$ cat config.mk
export PLATFORM = sky130hd
export DESIGN_NAME = rtc_trim_alarm
export DESIGN_NICKNAME = d
export VERILOG_FILES = /design/src/hw/rtc_pkg.sv /design/src/hw/rtc_trim_alarm.sv /design/src/hw/rtc_trim_scale.sv
export SDC_FILE = /design/constraint.sdc
export NUM_CORES = 1
export LEC_CHECK = 0
export BUFFER_PORTS_ARGS = -buffer_cell sky130_fd_sc_hd__buf_2
export CAP_MARGIN = 20
export CORE_MARGIN = 8
export CORE_UTILIZATION = 40
export CTS_BUF_LIST = sky130_fd_sc_hd__clkbuf_8
export DETAILED_ROUTE_END_ITERATION = 16
export GPL_TIMING_DRIVEN = 0
export HOLD_SLACK_MARGIN = 0.05
export PLACE_DENSITY = 0.58
export SETUP_SLACK_MARGIN = 0.05
export SYNTH_ARGS = -nofsm -noshare
export SYNTH_HDL_FRONTEND = slang
export SYNTH_SLANG_ARGS = --single-unit
export TNS_END_PERCENT = 1
$ cat constraint.sdc
create_clock -name i_core_clk -period 10.1 [get_ports i_core_clk]
set_clock_uncertainty 0.05 [all_clocks]
set_input_delay 2.02 -clock i_core_clk [delete_from_list [all_inputs] [get_ports i_core_clk]]
set_output_delay 2.02 -clock i_core_clk [all_outputs]
set_load 0.05 [all_outputs]
$ cat src/hw/rtc_pkg.sv
// shared constants and types of the trim and alarm block
package rtc_pkg;
   // ****************************************************************
   // register map
   // ****************************************************************
   localparam logic [7:0] RTC_STAT_ADDR = 8'h07;
   localparam logic [7:0] RTC_CTRL_ADDR = 8'h08;
   localparam logic [7:0] RTC_GAIN_ADDR = 8'h0D;
   localparam logic [7:0] RTC_FAT_ADDR = 8'h0E;
   localparam logic [7:0] RTC_FDT_ADDR = 8'h0F;
   localparam logic [7:0] RTC_ALM_FIRST = 8'h10;
   localparam logic [7:0] RTC_ALM_LAST = 8'h15;
   localparam int RTC_ALM_FIELDS = 6;

   // ****************************************************************
   // field positions and reset values
   // ****************************************************************
   localparam int RTC_FLAG_BIT = 4;
   localparam int RTC_AUTOCLR_BIT = 7;
   localparam int RTC_TSE_BIT = 7;
   localparam int RTC_BATTERY_SENSE_ENABLE_BIT = 6;
   localparam int RTC_BATTERY_SENSE_RATE_BIT = 5;
   localparam int RTC_ALM_EN_BIT = 7;
   localparam logic [7:0] RTC_GAIN_RST = 8'h00;
   localparam logic [7:0] RTC_CTRL_RST = 8'h00;
   localparam logic [7:0] RTC_ALM_RST = 8'h00;
   localparam logic [5:0] RTC_AT_MAX = 6'h3F;
   localparam logic [3:0] RTC_DT_MAG_MAX = 4'hA;

   // ****************************************************************
   // timing
   // ****************************************************************
   localparam int RTC_CLK_KHZ = 125000;
   localparam int RTC_CONV_MS = 22;
   localparam int RTC_CONV_CYCLES = RTC_CONV_MS * RTC_CLK_KHZ;
   localparam int RTC_PULSE_MS = 1;
   localparam int RTC_PULSE_CYCLES = RTC_PULSE_MS * RTC_CLK_KHZ;
   localparam int RTC_SLOW_MIN = 10;
   localparam int RTC_FAST_MIN = 1;
   localparam logic [9:0] RTC_SLOW_SECS = 10'(RTC_SLOW_MIN * 60);
   localparam logic [9:0] RTC_FAST_SECS = 10'(RTC_FAST_MIN * 60);

   // ****************************************************************
   // types
   // ****************************************************************
   typedef struct packed {
      logic wr;
      logic rd;
      logic [7:0] addr;
      logic [7:0] wdata;
   } rtc_reg_req_type;

   // seconds, minutes, hours, date, month, weekday (index 0..5)
   typedef struct packed {
      logic [RTC_ALM_FIELDS-1:0][6:0] field;
   } rtc_cal_type;

   typedef enum logic [2:0] {
      RTC_S_IDLE = 3'b001,
      RTC_S_CONV = 3'b010,
      RTC_S_APPLY = 3'b100
   } rtc_sense_state_type;
endpackage

$ cat src/hw/rtc_trim_alarm.sv
// temperature trim control and time-of-day alarm
// ********************************************************************
// Overview of operation
// - battery sensing runs every ten minutes, or every minute when rate bit set.
// - with battery sense enable clear, no periodic battery sensing happens.
// - each battery conversion takes about 22 ms before trims are applied.
// - gain scales analog steps: zero unity, sixteenths down to one sixteenth, up to double.
// - a gain written with temp sense enable at 1 is used from the next sense cycle onward.
// - final analog trim reads six bits, upper two bits zero.
// - host writes to both trim monitors are ignored.
// - final digital trim reads five bits, upper three bits zero.
// - digital trim is sign and magnitude, magnitude 0 to 10.
// - alarm bytes at 10h..15h mirror calendar bytes, msb enables compare.
// - no year alarm; six fields seconds through weekday.
// - only enabled fields compare, others are don't-care.
// - alarm fires when at least one field is enabled and every enabled field equals the running calendar.
// - single mode sets flag and holds pin low until flag cleared, except while frequency output runs.
// - repeat mode emits a low pulse on every match while frequency output is off, indefinitely.
// - writing flag 0 clears the alarm and releases the pin.
// - with auto clear set, reading status clears the flag.
// - battery sense enable resets to 0, gating battery compensation.
// - setting temp sense enable starts a 22 ms two-conversion cycle.
// - battery below 2.7 V forces battery sensing off, no compensation.
module rtc_trim_alarm
   import rtc_pkg::*;
#(
   parameter int CONV_CYCLES = RTC_CONV_CYCLES,
   parameter int PULSE_CYCLES = RTC_PULSE_CYCLES
)
(
   input wire logic i_core_clk,
   input wire logic i_reset_n,
   input wire rtc_reg_req_type i_reg,
   output logic [7:0] o_reg_rdata,
   input wire logic i_sec_tick,
   input wire rtc_cal_type i_cal,
   input wire logic i_on_battery,
   input wire logic i_bat_above_min,
   input wire logic i_freq_out_on,
   input wire logic [5:0] i_analog_trim_init,
   input wire logic [4:0] i_digital_trim_init,
   input wire logic signed [6:0] i_temp_at_steps,
   input wire logic signed [4:0] i_temp_dt_steps,
   output logic o_conv_start,
   output logic o_converting,
   output logic o_alarm_flag,
   output logic o_irq_pin_out,
   output logic o_irq_pin_oe
);
   // ****************************************************************
   // pin synchronisers
   // ****************************************************************
   logic [1:0] pin_s1_q;
   logic [1:0] pin_s2_q;
   logic [1:0] pin_s3_q;
   logic [1:0] pin_q;
   wire logic [1:0] pin_raw = {i_bat_above_min, i_on_battery};

   genvar gp;
   generate
      for (gp = 0; gp < 2; gp++) begin : g_sync
         always_ff @(posedge i_core_clk or negedge i_reset_n) begin
            if (!i_reset_n) begin
               pin_s1_q[gp] <= 1'b0;
               pin_s2_q[gp] <= 1'b0;
               pin_s3_q[gp] <= 1'b0;
               pin_q[gp] <= 1'b0;
            end else begin
               pin_s1_q[gp] <= pin_raw[gp];
               pin_s2_q[gp] <= pin_s1_q[gp];
               pin_s3_q[gp] <= pin_s2_q[gp];
               // only levels seen on two samples in a row count, one-sample glitches are dropped
               if (pin_s2_q[gp] == pin_s3_q[gp]) begin
                  pin_q[gp] <= pin_s3_q[gp];
               end
            end
         end
      end
   endgenerate

   wire logic on_battery = pin_q[0];
   wire logic bat_ok = pin_q[1];

   // ****************************************************************
   // register decode
   // ****************************************************************
   logic [7:0] gain_reg_q;
   logic [7:0] gain_reg_d;
   logic [7:0] ctrl_q;
   logic [RTC_ALM_FIELDS-1:0][7:0] alm_q;
   logic flag_q;
   logic flag_d;
   logic [5:0] fat_q;
   logic [4:0] fdt_q;
   logic [4:0] gain_pend_q;
   logic [4:0] gain_act_q;

   wire logic wr_gain = i_reg.wr && (i_reg.addr == RTC_GAIN_ADDR);
   wire logic wr_ctrl = i_reg.wr && (i_reg.addr == RTC_CTRL_ADDR);
   wire logic wr_stat = i_reg.wr && (i_reg.addr == RTC_STAT_ADDR);
   wire logic rd_stat = i_reg.rd && (i_reg.addr == RTC_STAT_ADDR);
   wire logic wr_alm = i_reg.wr && (i_reg.addr >= RTC_ALM_FIRST)
                    && (i_reg.addr <= RTC_ALM_LAST);
   wire logic [7:0] alm_off = i_reg.addr - RTC_ALM_FIRST;
   wire logic temp_sense_enable = gain_reg_q[RTC_TSE_BIT];
   wire logic battery_sense_enable = gain_reg_q[RTC_BATTERY_SENSE_ENABLE_BIT];
   wire logic battery_sense_rate = gain_reg_q[RTC_BATTERY_SENSE_RATE_BIT];
   wire logic tse_rise = wr_gain && i_reg.wdata[RTC_TSE_BIT] && !temp_sense_enable;
   // the write that starts a cycle also carries the gain it must use
   wire logic [4:0] gain_next = (wr_gain && i_reg.wdata[RTC_TSE_BIT])
                              ? i_reg.wdata[4:0] : gain_pend_q;

   // low battery overrides whatever the host left in the enable
   always_comb begin
      gain_reg_d = gain_reg_q;
      if (wr_gain) begin
         gain_reg_d = i_reg.wdata;
      end
      if (!bat_ok) begin
         gain_reg_d[RTC_BATTERY_SENSE_ENABLE_BIT] = 1'b0;
      end
   end

   always_ff @(posedge i_core_clk or negedge i_reset_n) begin
      if (!i_reset_n) begin
         gain_reg_q <= RTC_GAIN_RST;
         ctrl_q <= RTC_CTRL_RST;
         gain_pend_q <= 5'h00;
      end else begin
         gain_reg_q <= gain_reg_d;
         if (wr_ctrl) begin
            ctrl_q <= i_reg.wdata;
         end
         // second write of the pair, enable at 1, arms the gain
         gain_pend_q <= gain_next;
      end
   end

   genvar ga;
   generate
      for (ga = 0; ga < RTC_ALM_FIELDS; ga++) begin : g_alm_reg
         always_ff @(posedge i_core_clk or negedge i_reset_n) begin
            if (!i_reset_n) begin
               alm_q[ga] <= RTC_ALM_RST;
            end else if (wr_alm && (alm_off == 8'(ga))) begin
               alm_q[ga] <= i_reg.wdata;
            end
         end
      end
   endgenerate

   // ****************************************************************
   // read path
   // ****************************************************************
   logic [7:0] rd_mux;
   always_comb begin
      rd_mux = 8'h00;
      if (i_reg.addr == RTC_STAT_ADDR) begin
         rd_mux[RTC_FLAG_BIT] = flag_q;
      end else if (i_reg.addr == RTC_CTRL_ADDR) begin
         rd_mux = ctrl_q;
      end else if (i_reg.addr == RTC_GAIN_ADDR) begin
         rd_mux = gain_reg_q;
      end else if (i_reg.addr == RTC_FAT_ADDR) begin
         rd_mux = {2'b00, fat_q};
      end else if (i_reg.addr == RTC_FDT_ADDR) begin
         rd_mux = {3'b000, fdt_q};
      end else if (wr_alm || ((i_reg.addr >= RTC_ALM_FIRST)
                  && (i_reg.addr <= RTC_ALM_LAST))) begin
         rd_mux = alm_q[alm_off[2:0]];
      end
   end

   always_ff @(posedge i_core_clk or negedge i_reset_n) begin
      if (!i_reset_n) begin
         o_reg_rdata <= 8'h00;
      end else if (i_reg.rd) begin
         o_reg_rdata <= rd_mux;
      end
   end

   // ****************************************************************
   // battery mode sensing period
   // ****************************************************************
   logic [9:0] sec_cnt_q;
   wire logic bat_sense_on = on_battery && battery_sense_enable && bat_ok;
   wire logic [9:0] period = battery_sense_rate ? RTC_FAST_SECS : RTC_SLOW_SECS;
   wire logic period_hit = bat_sense_on && i_sec_tick
                        && (sec_cnt_q >= period - 10'd1);

   always_ff @(posedge i_core_clk or negedge i_reset_n) begin
      if (!i_reset_n) begin
         sec_cnt_q <= 10'h000;
      end else if (!bat_sense_on || period_hit) begin
         sec_cnt_q <= 10'h000;
      end else if (i_sec_tick) begin
         sec_cnt_q <= sec_cnt_q + 10'd1;
      end
   end

   // ****************************************************************
   // conversion sequencer
   // ****************************************************************
   rtc_sense_state_type state_q;
   rtc_sense_state_type state_d;
   logic [21:0] conv_cnt_q;
   wire logic start = tse_rise || period_hit;
   wire logic conv_done = (conv_cnt_q == 22'(CONV_CYCLES - 1));

   always_comb begin
      case (state_q)
         RTC_S_IDLE: state_d = start ? RTC_S_CONV : RTC_S_IDLE;
         RTC_S_CONV: state_d = conv_done ? RTC_S_APPLY : RTC_S_CONV;
         RTC_S_APPLY: state_d = RTC_S_IDLE;
         default: state_d = RTC_S_IDLE;
      endcase
   end

   always_ff @(posedge i_core_clk or negedge i_reset_n) begin
      if (!i_reset_n) begin
         state_q <= RTC_S_IDLE;
         conv_cnt_q <= 22'h000000;
         gain_act_q <= 5'h00;
      end else begin
         state_q <= state_d;
         if (state_q == RTC_S_CONV) begin
            conv_cnt_q <= conv_cnt_q + 22'd1;
         end else begin
            conv_cnt_q <= 22'h000000;
         end
         // gain only changes at a cycle boundary, never mid-conversion
         if (state_q == RTC_S_IDLE && start) begin
            gain_act_q <= gain_next;
         end
      end
   end

   assign o_conv_start = (state_q == RTC_S_IDLE) && start;
   assign o_converting = (state_q == RTC_S_CONV);

   // ****************************************************************
   // trim results
   // ****************************************************************
   logic [5:0] at_new;
   logic [4:0] dt_new;

   rtc_trim_scale u_scale (
      .i_gain(gain_act_q),
      .i_at_base(i_analog_trim_init),
      .i_at_steps(i_temp_at_steps),
      .i_dt_base(i_digital_trim_init),
      .i_dt_steps(i_temp_dt_steps),
      .o_at_final(at_new),
      .o_dt_final(dt_new)
   );

   // monitors have no write path at all
   always_ff @(posedge i_core_clk or negedge i_reset_n) begin
      if (!i_reset_n) begin
         fat_q <= 6'h00;
         fdt_q <= 5'h00;
      end else if (state_q == RTC_S_APPLY) begin
         fat_q <= at_new;
         fdt_q <= dt_new;
      end else if (!temp_sense_enable && !bat_sense_on) begin
         fat_q <= i_analog_trim_init;
         fdt_q <= i_digital_trim_init;
      end
   end

   // ****************************************************************
   // alarm compare
   // ****************************************************************
   logic [RTC_ALM_FIELDS-1:0] fld_ok;
   logic [RTC_ALM_FIELDS-1:0] fld_en;
   genvar gc;
   generate
      for (gc = 0; gc < RTC_ALM_FIELDS; gc++) begin : g_cmp
         assign fld_en[gc] = alm_q[gc][RTC_ALM_EN_BIT];
         assign fld_ok[gc] = !fld_en[gc]
            || (alm_q[gc][6:0] == i_cal.field[gc]);
      end
   endgenerate

   wire logic repeat_mode = ctrl_q[0];
   wire logic match = i_sec_tick && (|fld_en) && (&fld_ok);
   wire logic clr_wr = wr_stat && !i_reg.wdata[RTC_FLAG_BIT];
   wire logic clr_rd = rd_stat && ctrl_q[RTC_AUTOCLR_BIT];

   // a match in the clearing cycle keeps the flag set
   always_comb begin
      flag_d = flag_q;
      if (clr_wr || clr_rd) begin
         flag_d = 1'b0;
      end
      if (match) begin
         flag_d = 1'b1;
      end
   end

   // ****************************************************************
   // shared interrupt pin
   // ****************************************************************
   logic [16:0] pulse_cnt_q;
   wire logic pulse_on = (pulse_cnt_q != 17'h00000);

   always_ff @(posedge i_core_clk or negedge i_reset_n) begin
      if (!i_reset_n) begin
         flag_q <= 1'b0;
         pulse_cnt_q <= 17'h00000;
      end else begin
         flag_q <= flag_d;
         if (match && repeat_mode) begin
            pulse_cnt_q <= 17'(PULSE_CYCLES);
         end else if (pulse_on) begin
            pulse_cnt_q <= pulse_cnt_q - 17'd1;
         end
      end
   end

   // frequency output owns the pin while it runs
   wire logic drive_low = !i_freq_out_on
      && (repeat_mode ? pulse_on : flag_q);

   assign o_alarm_flag = flag_q;
   assign o_irq_pin_out = 1'b0;
   assign o_irq_pin_oe = drive_low;
endmodule

$ cat src/hw/rtc_trim_scale.sv
// gain scaling of analog trim steps and digital trim correction
module rtc_trim_scale
   import rtc_pkg::*;
(
   input wire logic [4:0] i_gain,
   input wire logic [5:0] i_at_base,
   input wire logic signed [6:0] i_at_steps,
   input wire logic [4:0] i_dt_base,
   input wire logic signed [4:0] i_dt_steps,
   output logic [5:0] o_at_final,
   output logic [4:0] o_dt_final
);
   // ****************************************************************
   // analog path
   // ****************************************************************
   // multiplier in sixteenths: 16 - low bits, or 17 + low bits up to 32
   wire logic [5:0] mult = i_gain[4] ? 6'(17 + i_gain[3:0])
                                    : 6'(16 - i_gain[3:0]);
   wire logic signed [13:0] prod = i_at_steps * $signed({1'b0, mult});
   wire logic signed [10:0] at_sum = $signed({5'h00, i_at_base})
                                   + $signed({prod[13], prod[13:4]});
   // clamp instead of wrapping, a wrap would swing the crystal far off
   assign o_at_final = at_sum[10] ? 6'h00
                     : (at_sum > 11'sd63) ? RTC_AT_MAX : at_sum[5:0];

   // ****************************************************************
   // digital path, sign and magnitude
   // ****************************************************************
   wire logic signed [6:0] dt_base_s = i_dt_base[4]
      ? -$signed({3'h0, i_dt_base[3:0]})
      : $signed({3'h0, i_dt_base[3:0]});
   wire logic signed [6:0] dt_sum = dt_base_s
      + $signed({{2{i_dt_steps[4]}}, i_dt_steps});
   wire logic [6:0] dt_abs = dt_sum[6] ? 7'(-dt_sum) : 7'(dt_sum);
   wire logic [3:0] dt_mag = (dt_abs > {3'h0, RTC_DT_MAG_MAX})
      ? RTC_DT_MAG_MAX : dt_abs[3:0];
   assign o_dt_final = {dt_sum[6] && (dt_mag != 4'h0), dt_mag};
endmodule

# Yosys cells after proc, flatten, opt, wreduce, memory -nomap -nowiden
# Index checks and enable logic that the tools add are counted.
# classes
add_sub_neg,11
n_mul,1
n_div,0
order_cmp,6
eq_ne,23
shift,0
muxes,35
bitwise,0
n_reduce_logical,57
# op_table
op,count
2-to-1 mux 8 bit,6
equality test 7 bit,6
2-to-1 mux 17 bit,2
"equality test 8 x 4 -> 1 bit, second input constant",4
2-to-1 mux 10 bit,3
2-to-1 mux 6 bit,5
logical AND 1 bit,28
binary-select mux 8 bit (select 3 bit),1
"equality test 8 x 3 -> 1 bit, second input constant",3
"adder 22 x 1 -> 22 bit, second input constant",1
"equality test 22 bit, second input constant",1
2-to-1 mux 22 bit,1
2-to-1 mux 7 bit,3
nonzero test 17 bit,1
"subtractor 17 x 1 -> 17 bit, second input constant",1
"equality test 8 x 2 -> 1 bit, second input constant",2
2-to-1 mux 5 bit,3
multiplier 7 x 7 -> 14 bit,1
adder 7 x 10 -> 11 bit,1
"greater-than comparator 11 x 7 -> 1 bit, second input constant",1
"adder 10 x 1 -> 10 bit, second input constant",1
>= comparator 10 bit,1
logical NOT 1 bit,10
logical OR 1 bit,10
other kinds (27),37
# totals
reg_bits,154
latchBits,0
ramBits,0
romBits,0
in_bits,89
out_inout_bits,13
word_cells,160
memories,0

# Logic depth before layout (Yosys ltp)
# Gate-level depths: netlist (run 1).
# logic_depth
word_depth,10
ltp_mapped,28
depth_no_buf,27

# Modules after synthesis
# From an unflattened synthesis (run 1), not the netlist that was laid out.
# hier_totals
cells_unflattened,1026
hier_area_um2,10580.1
# modules_own_cells
mod,instances,cells_each,area_per_inst_um2,seq_area_each_um2
rtc_trim_alarm,1,694,7783.7,3854.9
rtc_trim_scale,1,332,2796.4,0.0

# Worst setup path before layout (run 1)
# No wires, ideal clock.
# synth_path
kind,input -> register
startpoint,input port i_temp_at_steps[3]
endpoint,register fat_q[1]
setup_time_ns,0.126
arrival_ns,7.054
t_required_ns,9.924
setup_slack_ns,2.870
stages,21
path_buffers,0
path_cell_list,nor2b_1 fa_1 inv_1 fa_1 inv_1 fa_1 fa_1 ha_1 or2_2 a21oi_1 a21o_1 xnor2_1 ha_1 nand2_1 o21ai_0 o21a_1 o21ai_0 nor4b_2 nand3_1 and2_4 o32a_1
# synth_via
elab_chain_len,6
# synth_rtl
item,line,text
start: declaration,rtc_trim_alarm.sv:42,"input wire logic signed [6:0] i_temp_at_steps,"
multiplier 7 x 7 -> 14 bit *,rtc_trim_scale.sv:19,"wire logic signed [13:0] prod = i_at_steps * $signed({1'b0, mult});"
adder 7 x 10 -> 11 bit *,rtc_trim_scale.sv:21,"+ $signed({prod[13], prod[13:4]});"
greater-than comparator 11 x 7 -> 1 bit,rtc_trim_scale.sv:24,: (at_sum > 11'sd63) ? RTC_AT_MAX : at_sum[5:0];
2-to-1 mux 6 bit,rtc_trim_scale.sv:24,
2-to-1 mux 6 bit *,rtc_trim_scale.sv:23,assign o_at_final = at_sum[10] ? 6'h00
2-to-1 mux 6 bit *,rtc_trim_alarm.sv:262,end else if (state_q == RTC_S_APPLY) begin
end signal: assignment,rtc_trim_alarm.sv:263,fat_q <= at_new;
end signal: assignment,rtc_trim_alarm.sv:266,fat_q <= i_analog_trim_init;
end: declaration,rtc_trim_alarm.sv:93,logic [5:0] fat_q;
# Mark *: on every way between the ends. The rest lies on a longest branch, timed or not.
# A chain may end at the register's enable or synchronous reset.

# Worst setup path after layout (run 1)
# Ends and elaborated chain as after synthesis.

==> summary.md, run 1 <==
| Metric | Value |
|---|---|
| Status | finished clean |
| Hold Path Class | flip-flop to flip-flop |
| RSZ-0062 raised after global routing | false |
| R2r startpoint | gain_act_q[0] |
| Final max-slew violation count | 0 |
| Pwr/cell area | 121 nW/um^2 |
| Post-Syn Instances | 1,012 |
| Area post-placement | 11,300 um^2 |
| Gr ovfl total | 0 |
| Rows | 59 |
| Initial Utilization | 40.2% |
| Largest net degree at the start of global routing | 79 |
| HPWL Detailed | 19.1 mm |
| Skew-Pair Late Insertion Delay | 0.45 ns |
| Fin crit period | 7.52 ns |
| Hold buffers post-CTS | 0 |
| Post-route clock period utilization | 74.4% |
| DR WL/cell | 16.7 um |
| Remaining antenna violation count after routing | 0 |
| CTS tree | built |
| Setup TNS | 0 ns |
| I/O pin cnt | 102 |
| End point of the critical path | fat_q[1] |
| Initial antenna violation count | 0 |
| Gates resized, CTS repair | 0 |
| Routed Wire Length | 24.6 mm |
| Max Clk Rate | 133 MHz |
| CTS Sinks | 154 |
| Pre-Repair DR Iteration Count | 6 |
| Mapped Nets | 1,183 |
| Clock slew at the register clock pins of the worst setup and hold paths | 0.08 ns |
| Number of port buffers | 96 |
| Core area | 25,700 um^2 |
| Synth top area cells | dfrtp_1, mux2_2, fa_1 |
| Slew HR | 28.8% |
| Die Area | 31,200 um^2 |
| Most frequent cells after synthesis | dfrtp_1, mux2_2, inv_1 |
| H-Tree Depth | 4 |
| Vias in the first global route | 7,787 |
| Chip width | 177 um |
| Maxcap violations | 0 |
| Portion of the post-synthesis area used by sequential elements | 37.3% |
| Finish-stage setup viols | 0 |
| Worst R2R Path Depth | 26 |
| CP Max Fanout | 6 |
| Worst Setup Start Kind | primary input |
| Tightest Pin Transition | 1.07 ns |
| GP Congestion | 0.863 |
| Final Hold Viols | 0 |
| Peak supply drop | 72.1 uV |
| Post CTS Setup Buffer Count | 0 |
| Count leader, synth | dfrtp_1 |
| Post-synth top area cell | dfrtp_1 |
| First-pass GRT wire length | 40.7 mm |
| Worst Setup SP | i_temp_at_steps[3] |
| Post-synth top area share | 37.0% |
| Post-synthesis area per instance | 10.2 um^2 |
| Synthesized area | 10,300 um^2 |
| Die height | 177 um |
| CP endpoint kind | flip-flop |
| Clk root buf | clkbuf_8 |
| EDFF count, synth | 0 |
| WP data arrival | 7.79 ns |
| Reg-to-Reg End | fat_q[1] |
| Max clock buf depth | 2 |
| # nets final | 1,301 |
| Detailed-route via count | 7,744 |
| Post-synth top flop | dfrtp_1 |
| Distinct cells, synth | 78 |
| Ys async rst share | 100% |
| Critical Path RT | 10.37 ns |
| Synth Register Bits | 154 |
| CTS Buf Count | 17 |
| Antenna Cells | 0 |
| Area grow syn2layout | 13.1% |
| Reg-to-reg slack, setup | 2.92 ns |
| Layout cells sized above 1 | 21.5% |
| Yosys warns | 0 |
| GRT Overall Usage | 16.2% |
| Initial DRC count | 530 |
| Via/cell ratio | 5.24 |
| P_leak | 0.00535 uW |
| WS Path Type | primary input to flip-flop |
| Residual DRC count | 0 |
| Final Cell Area | 11,700 um^2 |
## where the power goes
part / total, uW / internal, uW / switching (uW)
Clock: 477 / 235 / 242
Sequential: 690 / 654 / 36.3
Combinational: 251 / 111 / 140
## metrics by stage
step / worst slack, ns / hold WS, ns / total power [uW] / instances / utilization [%]
final: 2.58 / 0.310 / 1420 / 1478 / 45.5
after global routing: 2.18 / 0.330 / 1490 / 1478 / 45.5
after CTS: 2.61 / 0.318 / 1430 / 1478 / 45.5
after detailed placement: 2.13 / 0.295 / 955 / 1446 / 43.9
after global placement: 2.22 / 0.288 / 949 / 1443 / 43.7
after floorplan: 2.87 / 0.281 / 865 / 1012 / -
## critical path: stages
cell and delay (ns):
buf_2 0.14, nor2b_1 0.15, fa_1 0.55, inv_1 0.05
fa_1 0.48, inv_1 0.06, fa_1 0.57, fa_1 0.42
ha_1 0.26, a2111oi_1 0.66, a21o_1 0.27, xnor2_1 0.08
ha_1 0.36, nand2_1 0.07, o21ai_0 0.25, o21a_1 0.17
o21ai_0 0.08, nor4b_2 0.38, nand3_1 0.22, and2_4 0.22
o32a_1 0.32
## cell families after synthesis
logic type                 count (synthesis)  share of synthesized area (%)
other                                      1                         0.0363
and+or+nand+nor                          303                           15.3
buffers and inverters                    106                           4.10
muxes                                     97                           11.3
xor gates and xnor gates                 104                           8.81
AOI/OAI and AO/OA                        163                           10.7
DFF                                      154                           37.3
adders and majority gates                 84                           12.4
## metal layers
layer	track usage [%]	part of all wire [%]	wire length (um)
met1	22.0	47	11600
met3	3.56	5.4	1330
met5	0	0	0
met4	3.96	1.1	265
met2	25.8	46	11500
## cell type report
class / count / area, um^2
inverter: 76 / 285
sequential: 154 / 3850
clock inverter: 13 / 144
tap: 335 / 419
fill: 2522 / 14000
multi-input combinational: 752 / 6060
timing repair buffer: 99 / 533
clock buffer: 19 / 262
buffer: 30 / 139
## worst min path at each step
stage,startpoint,to,depth (start not counted)
6_report,pin_s1_q[0],pin_s2_q[0],0
5_1_grt,pin_s1_q[1],pin_s2_q[1],0
4_1_cts,pin_s1_q[0],pin_s2_q[0],0
3_5_place_dp,pin_s1_q[0],pin_s2_q[0],0
3_3_place_gp,pin_s1_q[1],pin_s2_q[1],0
2_1_floorplan,pin_s1_q[0],pin_s2_q[0],0
## sequential cells by signal, indices dropped and copies added, names as in the netlist
name	cells
alm_q	48
conv_cnt_q	22
pulse_cnt_q	17
sec_cnt_q	10
ctrl_q	8
gain_reg_q	8
o_reg_rdata	8
fat_q	6
fdt_q	5
gain_act_q	5
gain_pend_q	5
state_q	3
pin_s1_q	2
pin_s2_q	2
pin_s3_q	2
bat_ok	1
o_alarm_flag	1
on_battery	1
## cell usage in the layout, fill, tap and decap left out, drive strengths merged, types with 8 or more instances in the layout
cell | netlist | routed
a21o | 11 | 11
nand3 | 22 | 22
nand4 | 13 | 13
inv | 76 | 78
buf | 8 | 107
mux2 | 78 | 78
a21oi | 53 | 53
nor3 | 21 | 21
mux2i | 11 | 11
fa | 32 | 32
dfrtp | 153 | 153
and2 | 33 | 33
clkbuf | 20 | 39
ha | 50 | 50
o21ai | 28 | 28
nand2b | 13 | 13
xor2 | 49 | 49
nor2 | 75 | 75
nand2 | 64 | 64
xnor2 | 55 | 55
mux4 | 8 | 8
nor4 | 9 | 9
Note: power is estimated with default switching activity, not from simulation.
==> run 2, diff against run 1 <==
==> constraint.sdc (replaced) <==
create_clock -name i_core_clk -period 7.1 [get_ports i_core_clk]
set_clock_uncertainty 0.05 [all_clocks]
set_input_delay 1.42 -clock i_core_clk [delete_from_list [all_inputs] [get_ports i_core_clk]]
set_output_delay 1.42 -clock i_core_clk [all_outputs]
set_load 0.05 [all_outputs]
==> run 2 against run 1 <==
- critical path type is now flip-flop to flip-flop
- sequential share of layout area fell by 0.21 points
- clock power rose by 42%
- flip-flop and latch count did not move
- worst setup slack got worse by 2.1 ns
- die area did not move
- combinational power rose by 43%
- count of clock-buffer cells in the layout did not move
- power rose by 42%
- via count rose by 0.21%
==> summary.md, run 2 (same netlist as run 1, synthesis figures left out) <==
| Metric | Value |
|---|---|
| CP endpoint kind | flip-flop |
| Setup TNS | 0 ns (unchanged) |
| Most frequent cells in the layout | dfrtp_1, buf_2, mux2_2, inv_1, nor2_1 |
| Sw frac | 29.6% (+0.031 points) |
| WP data arrival | 6.89 ns (-0.90 ns) |
| Largest registers | alm_q x48, conv_cnt_q x22, pulse_cnt_q x17 |
| Via/cell ratio | 5.23 (-0.20%) |
| Slew HR | 31.0% (+2.3 points) |
| Initial DRC count | 590 (+11%) |
| Final max-slew violation count | 0 (unchanged) |
| RSZ-0062 raised after global routing | false |
| Clock slew at the register clock pins of the worst setup and hold paths | 0.08 ns (about the same) |
| Area grow syn2layout | 13.9% |
| Reg power frac | 48.6% (about the same) |
| Worst Setup Start Kind | flip-flop |
| P_leak | 0.00540 uW (+0.91%) |
| Hold buffers post-CTS | 0 (unchanged) |
| Final Hold Viols | 0 (unchanged) |
| CTS tree | built |
| Layout cells sized above 1 | 22.6% (+1.1 points) |
| Tightest Pin Transition | 1.03 ns (-0.0339 ns) |
| Max Clk Rate | 151 MHz |
| Clk root buf | clkbuf_8 |
| Most used cell, CP | fa_1 |
| # nets final | 1,307 (+0.46%) |
| Vias in the first global route | 7,795 (+0.10%) |
| Pre-Repair DR Iteration Count | 5 (-1) |
| Commonest non-fill, non-tap cell in the layout | dfrtp_1 |
| Clock power frac | 33.7% (about the same) |
| Detailed-route via count | 7,760 (+0.21%) |
| Core area | 25,700 um^2 (unchanged) |
| CP Depth | 25 (+19%) |
| Max reg flops | 48 (unchanged) |
| Die Area | 31,200 um^2 (unchanged) |
| Residual DRC count | 0 (unchanged) |
| First-pass GRT wire length | 40.7 mm (about the same) |
| Int Power | 1420 uW (+42%) |
| H-Tree Depth | 4 (unchanged) |
| Biggest register | alm_q |
| CP max-delay cell | fa_1 |
| CTS Sinks | 154 (unchanged) |
| WS Path Type | flip-flop to flip-flop |
| Routed Wire Length | 24.7 mm (+0.29%) |
| Worst stage delay on the critical path | 0.57 ns (-0.09 ns) |
| Die height | 177 um (unchanged) |
| Largest net degree at the start of global routing | 79 (unchanged) |
| # fillers | 2,518 (-0.16%) |
| Buf+Inv Stages, Crit Path | 3 (unchanged) |
| GP Congestion | 0.863 (unchanged) |
| Max clock buf depth | 2 (unchanged) |
| Remaining antenna violation count after routing | 0 (unchanged) |
| Hold path cells | 0 (unchanged) |
| Skew-Pair Late Insertion Delay | 0.45 ns (about the same) |
| Peak supply drop | 103 uV (+42%) |
| HPWL Detailed | 19.1 mm (unchanged) |
| Initial antenna violation count | 0 (unchanged) |
| Post-route clock period utilization | 93.2% |
| CP delay by family, top | adder cells |
| Critical Path RT | 7.37 ns (-3.00 ns) |
| Fin crit period | 6.62 ns |
| Gr ovfl total | 0 (unchanged) |
| Status | finished clean |
| Chip width | 177 um (unchanged) |
| Pwr/cell area | 171 nW/um^2 (+41%) |
| Finish-stage setup viols | 0 (unchanged) |
| GRT Overall Usage | 16.2% (about the same) |
| Maxcap violations | 0 (unchanged) |
| CP Max Fanout | 10 (+4) |
| Initial Utilization | 40.2% (unchanged) |
| DR WL/cell | 16.7 um (-0.12%) |
| Worst R2R Path Depth | 25 (-3.8%) |
| Rows | 59 (unchanged) |
| Antenna Cells | 0 (unchanged) |
| NetSw | 597 uW (+42%) |
| Post-route worst setup slack | 0.481 ns (-2.10 ns) |
| Hold Path Class | flip-flop to flip-flop |
| Number of port buffers | 96 (unchanged) |
| Comb power frac | 17.7% (about the same) |
| I/O pin cnt | 102 (unchanged) |
| CTS Buf Count | 17 (unchanged) |
| Post-Place Worst Slack | -0.274 ns (-2.40 ns) |
| Total power | 2020 uW (+42%) |
-- run 2: cell count changes in the layout (fill, tap and decap cells not counted), moves of 2 or more --
| cell | delta |
|---|---|
| buf_4 | +7 |
| o21ai_0 | -3 |
| o21ai_1 | +2 |
| xnor2_1 | -2 |
| xnor2_2 | +2 |
-- run 2: per-layer routing --
layer | vias up | track usage, % | wire length, um
li1 | 3790 | - | -
met1 | 3803 | 22.0 | 11700
met2 | 151 | 25.8 | 11500
met3 | 16 | 3.56 | 1280
met4 | 0 | 3.96 | 268
met5 | - | 0 | 0
-- run 2: what timing repair did --
action	in CTS	in global routing
resized for setup	3	8
pin swaps	0	5
hold endpoints to repair	0	0
setup buffers	0	7
endpoints found under the setup margin	3	6
-- run 2: path summary, 6_finish.rpt --
check / startpoint / endpoint / slack (ns)
max in group asynchronous: i_reset_n / gain_act_q[0] / 5.31
min in group asynchronous: i_reset_n / conv_cnt_q[18] / 0.88
hold / removal: pin_s1_q[0] / pin_s2_q[0] / 0.31
hold reg to reg: pin_s1_q[0] / pin_s2_q[0] / 0.31
setup / recovery: gain_act_q[4] / fat_q[1] / 0.48
setup reg to reg: gain_act_q[4] / fat_q[1] / 0.48
-- run 2: cell type report --
cell class,count,area [um^2],share of cell area [%]
plain buffers,29,128,1.08
inverters,76,285,2.42
multi-input cells,752,6090,51.7
flip-flops and latches,154,3860,32.8
well taps,335,419,3.56
clock inverters,13,144,1.22
clock buffers,19,262,2.22
repair buffers,106,586,4.98
-- run 2: power groups by stage --
stage          Clock [uW]  Combinational [uW]  Sequential [uW]
6_report              679                 358              981
5_1_grt               733                 401              990
4_1_cts               696                 362              981
3_5_place_dp            0                 360              999
3_3_place_gp            0                 352              998
2_1_floorplan           0                 232              999
-- run 2: stage by stage --
stage / area (um^2) / hold WS (ns) / utilization [%] / instances
final: 11800 / 0.310 / 45.8 / 1484
after global routing: 11800 / 0.330 / 45.8 / 1484
after CTS: 11700 / 0.318 / 45.6 / 1478
after detailed placement: 11300 / 0.295 / 43.9 / 1446
after global placement: 11200 / 0.288 / 43.7 / 1443
after floorplan: 10300 / 0.281 / - / 1012
